**src/hdl/sai_pkg.sv**
```systemverilog
`default_nettype none
package sai_pkg;
   localparam int SAI_W = 14;
   localparam int SAI_CLK_MHZ = 125;
   localparam int SAI_FIFO_DEPTH = 8;
   // Conversion length in ns; core clock is internal, value is a plain default
   localparam int SAI_CONV_NS = 7000;
   localparam int SAI_CONV_CYC = (SAI_CONV_NS * SAI_CLK_MHZ) / 1000;
   // Hold phase before returning to track
   localparam int SAI_HOLD_NS = 1000;
   localparam int SAI_HOLD_CYC = (SAI_HOLD_NS * SAI_CLK_MHZ) / 1000;
   // Settling of the track stage, 1.5 us max
   localparam int SAI_SETTLE_NS = 1500;
   localparam int SAI_SETTLE_CYC = (SAI_SETTLE_NS * SAI_CLK_MHZ + 999) / 1000;
   // Track must lead next conversion by more than 2 us
   localparam int SAI_TRACK_LEAD_NS = 2000;
   localparam int SAI_TRACK_LEAD_CYC =
      (SAI_TRACK_LEAD_NS * SAI_CLK_MHZ + 999) / 1000;
   // Internal logic reset after power-up, 10 us
   localparam int SAI_PWRUP_US = 10;
   localparam int SAI_PWRUP_CYC = SAI_PWRUP_US * SAI_CLK_MHZ;
   localparam int SAI_CNT_W = 11;
   localparam logic [SAI_W-1:0] SAI_MSB_FLIP = 14'h2000;
   localparam logic [SAI_W-1:0] SAI_RESULT_RST = 14'h0000;

   typedef enum logic [1:0] {
      SAI_ST_PWRUP = 2'b00,
      SAI_ST_IDLE = 2'b01,
      SAI_ST_HOLD = 2'b10,
      SAI_ST_TRACK = 2'b11
   } sai_state_t;

   // Host-side control pins
   typedef struct packed {
      logic start_convert_n;
      logic chip_select_n;
      logic output_enable_n;
      logic done_flag_drive_enable_n;
      logic offset_mode_pin;
   } sai_ctrl_t;

   // Three-state pin pair: data and per-line enable
   typedef struct packed {
      logic [SAI_W-1:0] data;
      logic [SAI_W-1:0] oe;
   } sai_bus_out_t;
endpackage
`default_nettype wire

```
**src/hdl/sai_fifo.sv**
```systemverilog
`default_nettype none
module sai_fifo #(
   parameter int WIDTH = 14,
   parameter int DEPTH = 8
) (
   // Clock and reset
   input wire logic clk,
   input wire logic rst_n,
   // Fill side
   input wire logic in_valid,
   output logic in_ready,
   input wire logic [WIDTH-1:0] in_data,
   // Drain side
   output logic out_valid,
   input wire logic out_ready,
   output logic [WIDTH-1:0] out_data
);
   localparam int AW = $clog2(DEPTH);
   logic [WIDTH-1:0] mem_q [DEPTH];
   logic [AW:0] wr_q;
   logic [AW:0] rd_q;
   logic full;
   logic empty;
   logic push;
   logic pop;

   assign full = (wr_q[AW] != rd_q[AW]) && (wr_q[AW-1:0] == rd_q[AW-1:0]);
   assign empty = wr_q == rd_q;
   assign in_ready = !full;
   assign out_valid = !empty;
   assign out_data = mem_q[rd_q[AW-1:0]];
   assign push = in_valid && !full;
   assign pop = out_ready && !empty;

   always_ff @(posedge clk)
   begin
      if (push)
      begin
         mem_q[wr_q[AW-1:0]] <= in_data;
      end
   end

   always_ff @(posedge clk or negedge rst_n)
   begin
      if (!rst_n)
      begin
         wr_q <= '0;
         rd_q <= '0;
      end
      else
      begin
         if (push)
         begin
            wr_q <= wr_q + 1'b1;
         end
         if (pop)
         begin
            rd_q <= rd_q + 1'b1;
         end
      end
   end
endmodule // sai_fifo
`default_nettype wire

```
**src/hdl/sai_top.sv**
```systemverilog
`default_nettype none
// Behaviour
// - Falling edge of start strobe begins conversion, chip select ignored.
// - Idle: done flag high, sample-hold tracking.
// - Converting: sample-hold holds for the first 1 us, done flag low throughout.
// - Done flag rises on completion; new result reaches the bus one cycle later.
// - Done flag driven only while its enable is low, else high-Z.
// - Result bus driven only when chip select and output enable low.
// - Whole 14-bit word in one read, MSB on highest line.
// - Straight binary unipolar, twos complement bipolar by offset pin.
// - Sample-hold re-tracks during conversion, over 2 us before next.
module sai_top
   import sai_pkg::*;
(
   // Clock and reset
   input wire logic sys_clk,
   input wire logic nrst,
   // Host pins
   input wire sai_pkg::sai_ctrl_t ctrl,
   // Raw straight-binary code from the converter core
   input wire logic [sai_pkg::SAI_W-1:0] core_code,
   // Done flag pin
   output logic done_flag_o,
   output logic done_flag_oe,
   // Result bus pins
   output sai_pkg::sai_bus_out_t result_bus,
   // Analog control
   output logic track_mode,
   // Back-pressure: result queue can take another conversion
   output logic result_room
);
   import sai_pkg::*;

   logic rst_s1_q;
   logic rst_q;
   sai_ctrl_t sync1_q;
   sai_ctrl_t sync2_q;
   sai_ctrl_t sync3_q;
   sai_ctrl_t pins_q;
   sai_state_t state_q;
   logic [SAI_CNT_W-1:0] cnt_q;
   logic [SAI_W-1:0] result_q;
   logic sc_fall;
   logic conv_done;
   logic [SAI_W-1:0] coded;
   logic fifo_in_ready;
   logic fifo_out_valid;
   logic [SAI_W-1:0] fifo_out_data;
   logic bus_en;

   always_ff @(posedge sys_clk or negedge nrst)
   begin
      if (!nrst)
      begin
         rst_s1_q <= 1'b0;
         rst_q <= 1'b0;
      end
      else
      begin
         rst_s1_q <= 1'b1;
         rst_q <= rst_s1_q;
      end
   end

   // Pins are asynchronous; change counts once stages two and three agree
   always_ff @(posedge sys_clk or negedge rst_q)
   begin
      if (!rst_q)
      begin
         sync1_q <= '1;
         sync2_q <= '1;
         sync3_q <= '1;
      end
      else
      begin
         sync1_q <= ctrl;
         sync2_q <= sync1_q;
         sync3_q <= sync2_q;
      end
   end

   // A pin level counts only once stages two and three agree
   always_ff @(posedge sys_clk or negedge rst_q)
   begin
      if (!rst_q)
      begin
         pins_q <= '1;
      end
      else
      begin
         pins_q <= (sync3_q & ~(sync2_q ^ sync3_q)) |
                   (pins_q & (sync2_q ^ sync3_q));
      end
   end

   // Chip select plays no part in starting
   assign sc_fall = pins_q.start_convert_n && !sync3_q.start_convert_n &&
                    !sync2_q.start_convert_n;
   assign conv_done = (state_q == SAI_ST_TRACK) && (cnt_q == '0);

   // Straight binary or twos complement by inverting the MSB
   assign coded = pins_q.offset_mode_pin ? (core_code ^ SAI_MSB_FLIP)
                                         : core_code;

   // Start only when the queue has room; a start that finds it full is lost
   always_ff @(posedge sys_clk or negedge rst_q)
   begin
      if (!rst_q)
      begin
         state_q <= SAI_ST_PWRUP;
         cnt_q <= SAI_CNT_W'(SAI_PWRUP_CYC - 1);
      end
      else
      begin
         case (state_q)
            SAI_ST_PWRUP:
            begin
               if (cnt_q == '0)
               begin
                  state_q <= SAI_ST_IDLE;
               end
               else
               begin
                  cnt_q <= cnt_q - 1'b1;
               end
            end
            SAI_ST_IDLE:
            begin
               if (sc_fall && fifo_in_ready)
               begin
                  state_q <= SAI_ST_HOLD;
                  cnt_q <= SAI_CNT_W'(SAI_HOLD_CYC - 1);
               end
            end
            SAI_ST_HOLD:
            begin
               if (cnt_q == '0)
               begin
                  state_q <= SAI_ST_TRACK;
                  cnt_q <= SAI_CNT_W'(SAI_CONV_CYC - SAI_HOLD_CYC - 1);
               end
               else
               begin
                  cnt_q <= cnt_q - 1'b1;
               end
            end
            SAI_ST_TRACK:
            begin
               if (cnt_q == '0)
               begin
                  state_q <= SAI_ST_IDLE;
               end
               else
               begin
                  cnt_q <= cnt_q - 1'b1;
               end
            end
            default:
            begin
               state_q <= SAI_ST_IDLE;
            end
         endcase
      end
   end

   // Finished words pass through the queue, drained every cycle into the output register
   sai_fifo #(
      .WIDTH(SAI_W),
      .DEPTH(SAI_FIFO_DEPTH)
   ) u_fifo (
      .clk(sys_clk),
      .rst_n(rst_q),
      .in_valid(conv_done),
      .in_ready(fifo_in_ready),
      .in_data(coded),
      .out_valid(fifo_out_valid),
      .out_ready(1'b1),
      .out_data(fifo_out_data)
   );

   // Output register loads only on completion, so reads stay stable
   always_ff @(posedge sys_clk or negedge rst_q)
   begin
      if (!rst_q)
      begin
         result_q <= SAI_RESULT_RST;
      end
      else if (fifo_out_valid)
      begin
         result_q <= fifo_out_data;
      end
   end

   assign bus_en = !pins_q.chip_select_n && !pins_q.output_enable_n;

   // Flag level is kept even while its pin floats
   always_ff @(posedge sys_clk or negedge rst_q)
   begin
      if (!rst_q)
      begin
         done_flag_o <= 1'b1;
      end
      else
      begin
         done_flag_o <= !((state_q == SAI_ST_HOLD) ||
                          (state_q == SAI_ST_TRACK));
      end
   end

   always_ff @(posedge sys_clk or negedge rst_q)
   begin
      if (!rst_q)
      begin
         done_flag_oe <= 1'b0;
      end
      else
      begin
         done_flag_oe <= !pins_q.done_flag_drive_enable_n;
      end
   end

   always_ff @(posedge sys_clk or negedge rst_q)
   begin
      if (!rst_q)
      begin
         track_mode <= 1'b1;
      end
      else
      begin
         track_mode <= state_q != SAI_ST_HOLD;
      end
   end

   always_ff @(posedge sys_clk or negedge rst_q)
   begin
      if (!rst_q)
      begin
         result_room <= 1'b0;
      end
      else
      begin
         result_room <= fifo_in_ready;
      end
   end

   always_ff @(posedge sys_clk or negedge rst_q)
   begin
      if (!rst_q)
      begin
         result_bus <= '0;
      end
      else
      begin
         result_bus.data <= result_q;
         result_bus.oe <= {SAI_W{bus_en}};
      end
   end

   a_start_holds: assert property (@(posedge sys_clk)
      disable iff (!rst_q)
      (state_q == SAI_ST_IDLE && sc_fall && fifo_in_ready)
      |=> ##1 (!done_flag_o && !track_mode))
      else $error("start did not enter hold");
   a_idle_flag: assert property (@(posedge sys_clk)
      disable iff (!rst_q)
      $past(state_q) == SAI_ST_IDLE |-> (done_flag_o && track_mode))
      else $error("idle flag or track wrong");
   a_pwrup_quiet: assert property (@(posedge sys_clk)
      disable iff (!rst_q)
      state_q == SAI_ST_PWRUP |=> (done_flag_o && track_mode))
      else $error("flag or track moved during power-up");
   a_conv_low: assert property (@(posedge sys_clk)
      disable iff (!rst_q)
      $fell(done_flag_o) |-> !done_flag_o [*8])
      else $error("done flag rose too early");
   a_done_rise: assert property (@(posedge sys_clk)
      disable iff (!rst_q)
      conv_done |=> ##1 done_flag_o)
      else $error("done flag did not rise");
   a_flag_gate: assert property (@(posedge sys_clk)
      disable iff (!rst_q)
      done_flag_oe == !$past(pins_q.done_flag_drive_enable_n))
      else $error("flag enable wrong");
   a_bus_gate: assert property (@(posedge sys_clk)
      disable iff (!rst_q)
      (pins_q.chip_select_n || pins_q.output_enable_n)
      |=> result_bus.oe == '0)
      else $error("bus driven while deselected");
   a_bus_on: assert property (@(posedge sys_clk)
      disable iff (!rst_q)
      (!pins_q.chip_select_n && !pins_q.output_enable_n)
      |=> result_bus.oe == '1)
      else $error("bus not driven while selected");
   a_result_word: assert property (@(posedge sys_clk)
      disable iff (!rst_q)
      conv_done |=> ##2 result_bus.data == $past(coded, 3))
      else $error("result word mismatch");
   a_coding: assert property (@(posedge sys_clk)
      disable iff (!rst_q)
      conv_done |=> ##2
      (result_bus.data[SAI_W-2:0] == $past(core_code[SAI_W-2:0], 3)) &&
      (result_bus.data[SAI_W-1] == ($past(core_code[SAI_W-1], 3) ^
      $past(pins_q.offset_mode_pin, 3))))
      else $error("result coding wrong");
   a_track_back: assert property (@(posedge sys_clk)
      disable iff (!rst_q)
      $rose(track_mode) |-> !done_flag_o ##1 !done_flag_o)
      else $error("track not resumed mid conversion");
   a_result_stable: assert property (@(posedge sys_clk)
      disable iff (!rst_q)
      !fifo_out_valid |=> $stable(result_q))
      else $error("result changed mid conversion");
endmodule // sai_top
`default_nettype wire

```
**config.mk**
```make
export PLATFORM = sky130hd
export DESIGN_NAME = sai_top
export DESIGN_NICKNAME = d
export VERILOG_FILES = /design/src/hdl/sai_pkg.sv /design/src/hdl/sai_fifo.sv /design/src/hdl/sai_top.sv
export SDC_FILE = /design/constraint.sdc
export NUM_CORES = 1
export LEC_CHECK = 0
export BUFFER_PORTS_ARGS = -buffer_cell sky130_fd_sc_hd__buf_4
export CAP_MARGIN = 20
export CELL_PAD_IN_SITES_DETAIL_PLACEMENT = 0
export CELL_PAD_IN_SITES_GLOBAL_PLACEMENT = 1
export CORE_ASPECT_RATIO = 1.25
export CORE_MARGIN = 1
export CORE_UTILIZATION = 52
export CTS_CLUSTER_SIZE = 10
export DETAILED_ROUTE_END_ITERATION = 7
export PLACE_DENSITY_LB_ADDON = 0.1
export SLEW_MARGIN = 30
export SYNTH_ARGS = -nofsm -noshare
export SYNTH_HDL_FRONTEND = slang
export SYNTH_HIERARCHICAL = 1
export SYNTH_SLANG_ARGS = --single-unit
```
**constraint.sdc**
```tcl
create_clock -name sys_clk -period 2.54 [get_ports sys_clk]
set_input_delay 0 -clock sys_clk [delete_from_list [all_inputs] [get_ports sys_clk]]
set_output_delay 0 -clock sys_clk [all_outputs]
set_load 0.02 [all_outputs]
```
### Word level (Yosys, flattened, before mapping)

Memory sizes are Yosys's and may differ from the RTL's. A register that Yosys moved wholly into a read port is not among the register bits.
Cells that the tools add are included.

* mux-type cells: 11
* bitwise gates (word level): 6
* reduce and logical (&&, ||, !) cells: 22
* add/subtract/negate cells: 3
* eq/ne operators: 11

Operators with widths (number)
* $mux W11: 3
* $pmux W11 S3: 1
* $mux W14: 1
* $logic_not A11 Y1: 1
* $sub A11 B1 Y11 const B: 1
* $and A5 B5 Y5: 2
* $logic_not A1 Y1: 9
* $add A4 B1 Y4 const B: 2
* $ne A2 B2 Y1 const B: 4
* $logic_and A1 B1 Y1: 7
* $mux W2: 3
* $pmux W2 S3: 1
* $not A5 Y5: 1
* $or A5 B5 Y5: 1
* $xor A5 B5 Y5: 1
* $eq A2 B2 Y1 const B: 2
* $eq A4 B4 Y1: 1
* $eq A3 B3 Y1: 1
* $reduce_and A3 Y1: 1
* $eq A2 B1 Y1 const B: 1
* $logic_not A2 Y1: 1
* $mux W1: 2
* $ne A2 B1 Y1 const B: 1
* $reduce_and A2 Y1: 1
* 4 further kinds: 4

* logic and storage cells: 86
* memories: 1
* register bits after elaboration: 62
* input port bits: 21
* memory bits (writable): 112

Memories
* u_fifo.mem_q: words 8, bits a word 14, read ports 1, clocked after Yosys merged registers in 1, wr ports 1, RTL line sai_fifo.sv:19 `logic [WIDTH-1:0] mem_q [DEPTH];`

### Depth between registers and ports, before layout

Gate-level depths: netlist of run 1.

* depth in word-level cells: 6
* gate-level depth with buffers: 9
* mapped depth without buffers: 8

### Hierarchy

The synthesis of run 1 kept the hierarchy.

By module, submodules not included
* sai_fifo: area an instance 4923.5 um^2, cells an instance 224, times used 1, sequential area each 3563.4 um^2
* sai_top: area an instance 2668.8 um^2, cells an instance 190, times used 1, sequential area each 1735.4 um^2

### Least setup slack after synthesis of run 1

No wires, ideal clock.

* path kind: reg-to-reg
* start: register cnt_q[0]
* end: memory u_fifo.mem_q[2][0] (enable)
* required time: 2.119 ns
* clock period less this slack: 3.311 ns
* setup slack: -0.771 ns
* arrival: 2.889 ns
* stages on the path, launching flop included: 8
* cell sequence: dfstp_2 inv_1 ha_1 nor4b_4 and3_1 and2_1 nand2_1 nor4_1

* longest elaborated chain between the ends: 5

RTL lines
* start, declared: RTL line sai_top.sv:41 `logic [SAI_CNT_W-1:0] cnt_q;`
* start signal, assigned: RTL line sai_top.sv:111 `cnt_q <= SAI_CNT_W'(SAI_PWRUP_CYC - 1);`
* start signal, assigned: RTL line sai_top.sv:124 `cnt_q <= cnt_q - 1'b1;`
* start signal, assigned: RTL line sai_top.sv:132 `cnt_q <= SAI_CNT_W'(SAI_HOLD_CYC - 1);`
* $logic_not A11 Y1: RTL line sai_top.sv:99 `assign conv_done = (state_q == SAI_ST_TRACK) && (cnt_q == '0);`
* $logic_and A1 B1 Y1: RTL line sai_top.sv:99
* via conv_done: RTL line sai_top.sv:44 `logic conv_done;`
* $logic_and A1 B1 Y1: RTL line sai_fifo.sv:32 `assign push = in_valid && !full;`
* $mux W1: RTL line sai_fifo.sv:37 `if (push)`
* $mux W1 (implied by the code): RTL line sai_fifo.sv:39 `mem_q[wr_q[AW-1:0]] <= in_data;`
* end, declared: RTL line sai_fifo.sv:19

The timed path passes the listed nets, and every way through them passes these cells.

### Final worst setup path of run 1

* start: register cnt_q[1]
* end: memory u_fifo.mem_q[5][0] (enable)

Same word-level chain as after synthesis.

==> results.md, run 1 <==
- Reg clk slew, reported paths: 70 ps
- PortBufs: 52
- Synth area leader: edfxtp_1
- LEAKAGE: 3.50 nW
- Setup tns final: 0 ps
- Pwr Density: 907 nW/µm²
- TritonCTS clock tree: done
- Std cell rows: 49
- # diodes: 0
- Core footprint: 14300 µm²
- DR WL/cell: 19.6 µm
- Root Driver: clkbuf_16
- Register area: between 5000 and 6000 µm²
- Clock sink count: 188
- Antenna viol nets, final: 0
- Metal3 WL: 321 µm
- Worst EP required: between 2000 and 3000 ps
- Worst-case clock skew: about 13 ps
- Top sig layer: met4
- Vias in the first global route: 3996
- Skew-Pair Late Insertion Delay: 430 ps
- Post-synthesis sequential area ratio: 69.8%
- Startpoint Class: flip-flop
- # Max-Cap Violations: 0
- Fin nets: 539
- Most used flip-flop cell after synthesis: edfxtp_1
- Fraction of registers with async set or reset after synthesis: around 40%
- Final period util: 95.3%
- Worst Path Class, Setup: flip-flop to flip-flop
- Overflow after GRT: 0
- Num CTS Buffers: 17
- Status: finished with violations
- Seq cells post-synth: 188
- Post-Synthesis Cells: between 400 and 500
- Maximum vdd ir drop: 0.000531 V
- Via count: 3941
- FMAX: between 0.4 and 0.5 GHz
- Synth top area cells: edfxtp_1 (44%), dfrtp_1 (16%), dfstp_2 (9.3%), mux4_1 (7.6%), mux2_2 (4.2%)
- Share of layout cells above drive strength 1: 37.3%
- Count leader, synth: edfxtp_1
- Starting density of the core: a little over half
- Max Slew Vio Count: 0
- Die Span Y: 137 µm
- M1 WL: around 6000 µm
- Area of the multi-input gates: about 2100 µm²
- Full die area: between 15000 and 20000 µm²
- Routed Wire Length: around 14000 µm
- Overall power: 8.35 mW
- Top-area cell type share of the netlist area: 44.3%
- Initial DRC Count: 266
- Yosys warnings: 6
- Finish-stage setup viols: 0
- Horiz. Die Dim: roughly 110 µm
- RePlAce Congestion: approximately 0.9
- Crit path time final: 2420 ps
- Gr usage total: 19.8%
- Routed length on met2: 7160 µm
- CP Capture Type: flip-flop
- Vias/cell: 5.62
- Final Instance Count excl. Fillers: between 700 and 800
- Hpwl dp: 8940 µm
- Setup ws final: roughly 120 ps
- Failing checks: design-rule violations
- Global-route wire length before repair: between 20000 and 25000 µm
- Least-Margin Pin Slew: about 650 ps
- Tightest Hold Check Type: input pin to flip-flop
- Fillers: a little under 1000
- Worst EP arrival: 2560 ps
- Yosys cell types: 63
- Avg Cell Area, Syn: 18.3 µm²
- DP Cell Count: 643
- Top cells by count, synth: edfxtp_1 (112), dfrtp_1 (49), mux2_2 (28)
- Drt drc: 2
- Initial antenna violation count: 0
- DRT Pass-1 Iters: 8
- P&R area growth vs syn: 21.3%
- Post-synth EDFFs: 112
- Maximum fanout along the worst path: 7
- Mapped Area: 7590 µm²
- CTS max path bufs: 2
- # IOs: 53
- H-tree depth: 4
- Max_slew headroom: a little under three fifths
- Largest net degree at the start of global routing: 75
- Final Hold Fails: 0
- DP Worst Slack: 78.1 ps
- Fin Hold WS: 54.8 ps
registers in the layout, indices dropped and copies added (netlist names), named ones only:
register and count:
result_q 14, sync3_q 5, u_fifo/wr_q 4, done_flag_o 1, u_fifo/mem_q 112, rst_s1_q 1
sync1_q 5, rst_q 1, track_mode 1, cnt_q 11, sync2_q 5, state_q 2
done_flag_oe 1, result_room 1, result_bus 15, u_fifo/rd_q 4
per-stage QoR:
stage | util (%) | area, µm²
final | 64.2 | 9210
after global routing | 64.2 | 9210
after CTS | 63.6 | 9120
after detailed placement | 57.8 | 8300
after global placement | 57.8 | 8300
after floorplan | - | 7640
path summary, 6_finish.rpt:
path	from	to	slack [ps]	depth (start not counted)
min reg2reg	rst_q	cnt_q[2]	250	0
max in group asynchronous	rst_q	sync3_q[1]	1670	1
max	cnt_q[1]	u_fifo/mem_q[5][0]	120	10
min	core_code[13]	u_fifo/mem_q[2][13]	50	2
max reg2reg	cnt_q[1]	u_fifo/mem_q[5][0]	120	10
min in group asynchronous	rst_q	cnt_q[2]	250	0
kinds of logic (layout without fill, tap and decap cells):
kind of cell | Yosys count | in the layout | synth area share (%)
flip-flops | 188 | 188 | 69.8
multiplexers | 59 | 59 | 14.0
AND/OR/NAND/NOR | 59 | 59 | 4.73
AO/OA/AOI/OAI | 42 | 42 | 4.35
buffers and inverters | 38 | 144 | 3.26
XOR/XNOR | 14 | 14 | 1.86
adder cells (fa/ha/maj) | 13 | 13 | 1.98
other | 1 | 4 | 0.0494
timing repair:
item,4_1_cts,5_1_grt
resized for setup,0,4
endpoints found under the hold margin,111,0
buffers inserted,0,4
endpoints found under the setup margin,0,112
hold buffers,20,0
report_power, final:
part	total [mW]	switching, mW	internal, mW
Sequential	3.72	0.159	3.56
Clock	2.65	1.23	1.42
Combinational	1.98	0.964	1.02
layout by cell type (no fill, tap or decap), types with 6 or more instances in the layout:
master / synthesis / routed
buf_12: 1 / 7
buf_4: 15 / 73
clkbuf_16: 0 / 18
dfrtp_1: 49 / 48
dfstp_2: 27 / 27
dlygate4sd3_1: 0 / 20
edfxtp_1: 112 / 112
ha_1: 8 / 8
inv_1: 10 / 10
mux2_2: 28 / 28
mux4_1: 22 / 22
mux4_2: 6 / 6
nand2_1: 12 / 12
nor2_1: 10 / 8
xnor2_1: 7 / 7
xor2_1: 6 / 6
layer usage:
| metal | vias to the layer above | GRT usage, % |
|---|---|---|
| met5 | - | 0 |
| met4 | 0 | 7.93 |
| met3 | 16 | 4.38 |
| met2 | 69 | 33.0 |
| met1 | 2050 | 24.9 |
| li1 | 1806 | - |
worst max-delay path, stage by stage, from the launching register on:
cell       delay, ps
dfrtp_1          390
inv_1            110
ha_1             160
nor4b_4          300
and3_1           230
and2_2           200
nor2b_1          160
o41ai_2          140
nor2_2           130
buf_4            150
clkbuf_16        160
final cells by class:
type	count	share of cell area (%)
well taps	178	2.42
clock inverters	15	2.13
clock buffers	17	4.62
flip-flops and latches	188	57.6
multi-input cells	191	22.8
inverters	10	0.408
repair buffers	102	10.0
(Power assumes the default switching activity.)
==> run 2, diff against run 1 <==
--- a/config.mk
+++ b/config.mk
@@ -11,7 +11,7 @@
 export CELL_PAD_IN_SITES_GLOBAL_PLACEMENT = 1
 export CORE_ASPECT_RATIO = 1.25
 export CORE_MARGIN = 1
-export CORE_UTILIZATION = 52
+export CORE_UTILIZATION = 56
 export CTS_CLUSTER_SIZE = 10
 export DETAILED_ROUTE_END_ITERATION = 7
 export PLACE_DENSITY_LB_ADDON = 0.1
==> constraint.sdc (replaced) <==
create_clock -name sys_clk -period 2.8 [get_ports sys_clk]
set_input_delay 0 -clock sys_clk [delete_from_list [all_inputs] [get_ports sys_clk]]
set_output_delay 0 -clock sys_clk [all_outputs]
set_load 0.02 [all_outputs]
==> run 2 against run 1 <==
Net effect: the flow now finishes without violations; via count down 1.6%; non-clock buffer count down 10; count of clock-buffer cells in the layout unchanged; global-route usage up 0.83 points; sequential share of layout area up 1.3 points; routed wire length down 3.4%; maximum frequency down 5.5%; clock skew down 6.2 ps; sequential cell count unchanged; sequential power down 9.4%; critical path type unchanged.
==> results.md, run 2 (synthesis gave the netlist of run 1 again) <==
- Status: finished clean
- Vias in the first global route: 3931
- Reg clk slew, reported paths: approximately 70 ps
- Routed Wire Length: 13300 µm
- Initial antenna violation count: 0
- Most frequent cells in the layout: edfxtp_1 (112), buf_4 (68), dfrtp_1 (48), mux2_2 (28), dfstp_2 (27)
- Maximum fanout along the worst path: 14
- Tightest Hold Check Type: input pin to flip-flop
- Worst EP arrival: 2700 ps
- Startpoint Class: flip-flop
- CTS max path bufs: 2
- Fillers: around 900
- Final Hold Fails: 0
- Fin nets: about 530
- P&R area growth vs syn: 18.7%
- Gr usage total: 20.6%
- Finish-stage setup viols: 0
- Root Driver: clkbuf_16
- Starting density of the core: between 50% and 60%
- Skew-Pair Late Insertion Delay: 430 ps
- Maximum vdd ir drop: 0.000585 V
- Std cell rows: 47
- H-tree depth: 4
- LEAKAGE: 3.41 nW
- # Max-Cap Violations: 0
- Share of layout cells above drive strength 1: roughly a third
- Crit path time final: between 2000 and 3000 ps
- CP max stage cell: dfstp_2
- Vias/cell: around 5.7
- Slowest Stage Delay on Critical Path: 370 ps
- Core footprint: between 10000 and 15000 µm²
- RePlAce Congestion: 0.866
- Fin Hold WS: 48.9 ps
- Worst Path Buf+Inv: 2
- Overflow after GRT: 0
- Pwr Density: a little over 800 nW/µm²
- Initial DRC Count: 245
- Post-Route Utilization: 68.1%
- CP Capture Type: flip-flop
- Worst EP required: 2940 ps
- FMAX: about 0.4 GHz
- Final period util: 91.5%
- RSZ-0062 raised after global routing: false
- Global-route wire length before repair: 21000 µm
- # IOs: 53
- Worst Path Class, Setup: flip-flop to flip-flop
- Max Slew Vio Count: 0
- Post-cts resize count: 0
- Drt drc: 0
- Worst-case clock skew: around 6.4 ps
- Critical Path, Cell by Cell: inv_1 > ha_1 > nor4b_4 > and3_1 > and2_1 > nor2b_1 > o41ai_1 > nor3_2 > buf_12
- Num CTS Buffers: 17
- Largest net degree at the start of global routing: 75
- Die Span Y: 132 µm
- PortBufs: 52
- Worst path top cell family by delay: simple AND/OR/NAND/NOR gates
- Horiz. Die Dim: 106 µm
- DRT Pass-1 Iters: 4
- TritonCTS clock tree: done
- Flip-flop count of the largest register after layout: 112
- Clock sink count: between 150 and 200
- Hpwl dp: 8500 µm
- Most common cell after layout, fill and taps aside: edfxtp_1
- Full die area: ~14000 µm²
- DR WL/cell: 19.4 µm
- Max_slew headroom: 49.9%
- Via count: between 3000 and 4000
- Least-Margin Pin Slew: 742 ps
- Antenna viol nets, final: 0
- # diodes: 0
## run 2: cell count changes in the layout (fill, tap and decap cells not counted), moves of 2 or more
cell	previous run	this run
clkinv_8	5	1
nor2_2	3	1
nor2_1	8	10
buf_12	7	4
buf_4	73	68
## run 2: final timing paths
kind | start | end | slack, ps | depth (start not counted)
worst min-delay path | core_code[13] | u_fifo/mem_q[0][13] | 50 | 2
worst min register to register | rst_q | cnt_q[3] | 260 | 0
worst max register to register | cnt_q[0] | u_fifo/mem_q[0][8] | 240 | 9
worst max-delay path | cnt_q[0] | u_fifo/mem_q[0][8] | 240 | 9
min in group asynchronous | rst_q | cnt_q[3] | 260 | 0
max in group asynchronous | rst_q | sync3_q[1] | 1910 | 1
## run 2: where the power goes
| group | internal [mW] | total [mW] | switching (mW) | leakage [nW] |
|---|---|---|---|---|
| Clock | 1.26 | 2.33 | 1.07 | 0.280 |
| Combinational | 0.911 | 1.76 | 0.854 | 1.27 |
| Sequential | 3.23 | 3.37 | 0.143 | 1.86 |
## run 2: area by class of cell
type	count	area, µm²	area share (%)
inverters	10	37.5	0.417
repair buffers	92	791	8.78
clock buffers	17	425	4.72
flip-flops and latches	188	5300	58.9
clock inverters	15	160	1.78
well taps	171	214	2.37
multi-input cells	191	2080	23.1
## run 2: metal layers
| metal | share of wire [%] | vias up | wire [µm] | global-route usage [%] |
|---|---|---|---|---|
| met5 | 0 | - | 0 | 0 |
| met4 | 1.5 | 0 | 203 | 8.10 |
| met3 | 3.6 | 16 | 475 | 4.84 |
| met2 | 51 | 77 | 6840 | 33.7 |
| met1 | 43 | 1996 | 5770 | 26.8 |
| li1 | - | 1790 | - | - |
## run 2: timing repair
item,4_1_cts,5_1_grt
hold endpoints to repair,111,0
hold buffers,20,0
setup endpoints to repair,0,56
buffers inserted,0,2
## run 2: through the flow
stage	total power, mW	TNS (ps)	worst slack [ps]	instances	area (µm²)
2_1_floorplan	4.73	-4550	-163	417	7610
3_3_place_gp	5.16	0	262	629	8190
3_5_place_dp	5.19	0	189	629	8190
4_1_cts	7.54	0	157	681	8970
5_1_grt	7.79	0	29.7	684	9010
6_report	7.47	0	239	684	9010
==> run 3, diff against run 2 <==
--- a/config.mk
+++ b/config.mk
@@ -14,7 +14,7 @@
 export CORE_UTILIZATION = 56
 export CTS_CLUSTER_SIZE = 10
 export DETAILED_ROUTE_END_ITERATION = 7
-export PLACE_DENSITY_LB_ADDON = 0.1
+export PLACE_DENSITY_LB_ADDON = 0.12
 export SLEW_MARGIN = 30
 export SYNTH_ARGS = -nofsm -noshare
 export SYNTH_HDL_FRONTEND = slang
==> run 3 against run 2 <==
Net effect: core utilization rose by 0.25 points; count of clock-buffer cells in the layout rose by 3; worst setup slack got worse by 55 ps.
==> results.md, run 3 (synthesis gave the netlist of run 1 again) <==
- Startpoint Class: flip-flop
- FF-to-FF Start: cnt_q[1]
- Skew-Pair Late Insertion Delay: 420 ps
- TritonCTS clock tree: done
- Crit path launch: cnt_q[1]
- Max Slew Vio Count: 0
- Crit path time final: approximately 2600 ps
- Clock sink count: 188
- Register area: 5300 µm²
- Worst-case clock skew: roughly 8.1 ps
- Power share of the clock group: 31.8%
- Worst Path Class, Setup: flip-flop to flip-flop
- Worst EP required: 2930 ps
- Setup tns final: 0 ps
- # IOs: 53
- Horiz. Die Dim: 106 µm
- H-tree depth: 4
- Drt drc: 0
- Root Driver: clkbuf_16
- Final period util: around 93%
- Fin nets: about 530
- Area of the multi-input gates: slightly above 2000 µm²
- Post-cts resize count: 0
- Worst EP arrival: about 2800 ps
- Status: finished clean
- Psw: around 2 mW
- FF-to-FF End: u_fifo/mem_q[5][7]
- Max_slew headroom: 37.4%
- Vias in the first global route: about 4000
- Combinational power share: 23.5%
- Least-Margin Pin Slew: ~900 ps
- Hold Path Depth: 2
- Reg power frac: 44.7%
- Worst hold endpoint: u_fifo/mem_q[1][13]
- Routed Wire Length: between 10000 and 15000 µm
- Reg clk slew, reported paths: approximately 60 ps
- DR WL/cell: 19.3 µm
- RSZ-0062 raised after global routing: false
- Vias/cell: 5.62
- Switching part of the total power: 26.4%
- DRT Pass-1 Iters: 4
- Finish-stage setup viols: 0
- Fillers: 867
- LEAKAGE: 3.43 nW
- Die Span Y: 132 µm
- Pwr Density: 835 nW/µm²
- FMAX: 0.382 GHz
- Most frequent cells in the layout: edfxtp_1 (112), buf_4 (65), dfrtp_1 (48), mux2_2 (28), dfstp_2 (27)
- Core footprint: 13200 µm²
- Largest net degree at the start of global routing: 75
- # Max-Cap Violations: 0
- Most common cell after layout, fill and taps aside: edfxtp_1
- Flip-flop count of the largest register after layout: 112
- Final Hold Fails: 0
- Tightest Hold Check Type: input pin to flip-flop
- PortBufs: 52
- Int Power: 5.56 mW
- # diodes: 0
- Overflow after GRT: 0
- DP Worst Slack: 122 ps
- Num CTS Buffers: 17
- Initial DRC Count: 187
- Full die area: approximately 14000 µm²
- Share of layout cells above drive strength 1: 34.4%
- Maximum fanout along the worst path: 14
- Std cell rows: 47
- Hold path start: core_code[13]
- Initial antenna violation count: 0
- Setup ws final: roughly 180 ps
- R2R setup slack: around 180 ps
- RePlAce Congestion: 0.855
- Via count: 3837
- Gr usage total: 20.8%
- P&R area growth vs syn: 19.1%
- CTS max path bufs: 2
- Maximum vdd ir drop: 0.000508 V
- Global-route wire length before repair: 21500 µm
- Hpwl dp: 8550 µm
- CP Capture Type: flip-flop
- Starting density of the core: 57.4%
- Antenna viol nets, final: 0
- Reg2reg path depth: 9
run 3: worst max path at each step:
stage                                     to  slack, ps  cells past startpoint
after floorplan           u_fifo/mem_q[3][0]       -160                      7
after global placement    u_fifo/mem_q[1][8]        230                      9
after detailed placement  u_fifo/mem_q[5][8]        120                      9
after CTS                 u_fifo/mem_q[5][4]         70                      9
after global routing      u_fifo/mem_q[5][4]         20                      9
final                     u_fifo/mem_q[5][7]        180                      9
run 3: final cells by class:
class	instances	share of cell area, %
Clock buffer	20	4.83
Clock inverter	12	1.73
Inverter	10	0.415
Multi-Input combinational cell	191	23.0
Sequential cell	188	58.6
Tap cell	171	2.37
Timing Repair Buffer	91	9.02
run 3: timing repair:
item | CTS | global route
setup endpoints to repair | 0 | 56
setup buffers | 0 | 1
hold buffers | 20 | 0
endpoints found under the hold margin | 111 | 0
run 3: worst max-delay path, cell delays in order (launching register included):
cell and delay, ps:
dfrtp_1 390, inv_1 100, ha_1 150, nor4b_4 240
and3_1 340, and2_1 300, nor2b_1 170, o41ai_1 170
nor2_1 260, buf_12 190
run 3: routing by layer:
layer	vias up	routed length [µm]	global-route usage (%)
met5	-	0	0
met4	0	170	6.56
met3	16	569	4.45
met2	94	6650	34.2
met1	1945	5760	28.0
li1	1782	-	-
run 3: metrics by stage:
step	instances	area [µm²]	hold WS, ps	power [mW]	util (%)
after detailed placement	629	8210	-217	5.21	62.1
after floorplan	417	7610	-296	4.73	-
after global placement	629	8210	-218	5.17	62.1
after global routing	683	9040	104	7.89	68.3
after CTS	681	9010	70.8	7.63	68.1
final	683	9040	72.7	7.55	68.3
run 3: power groups by stage:
stage / combinational [mW] / clock (mW) / sequential [mW]
after floorplan: 1.19 / 0 / 3.54
after CTS: 1.79 / 2.45 / 3.39
after global placement: 1.74 / 0 / 3.43
final: 1.78 / 2.40 / 3.37
after detailed placement: 1.76 / 0 / 3.44
after global routing: 1.91 / 2.57 / 3.41
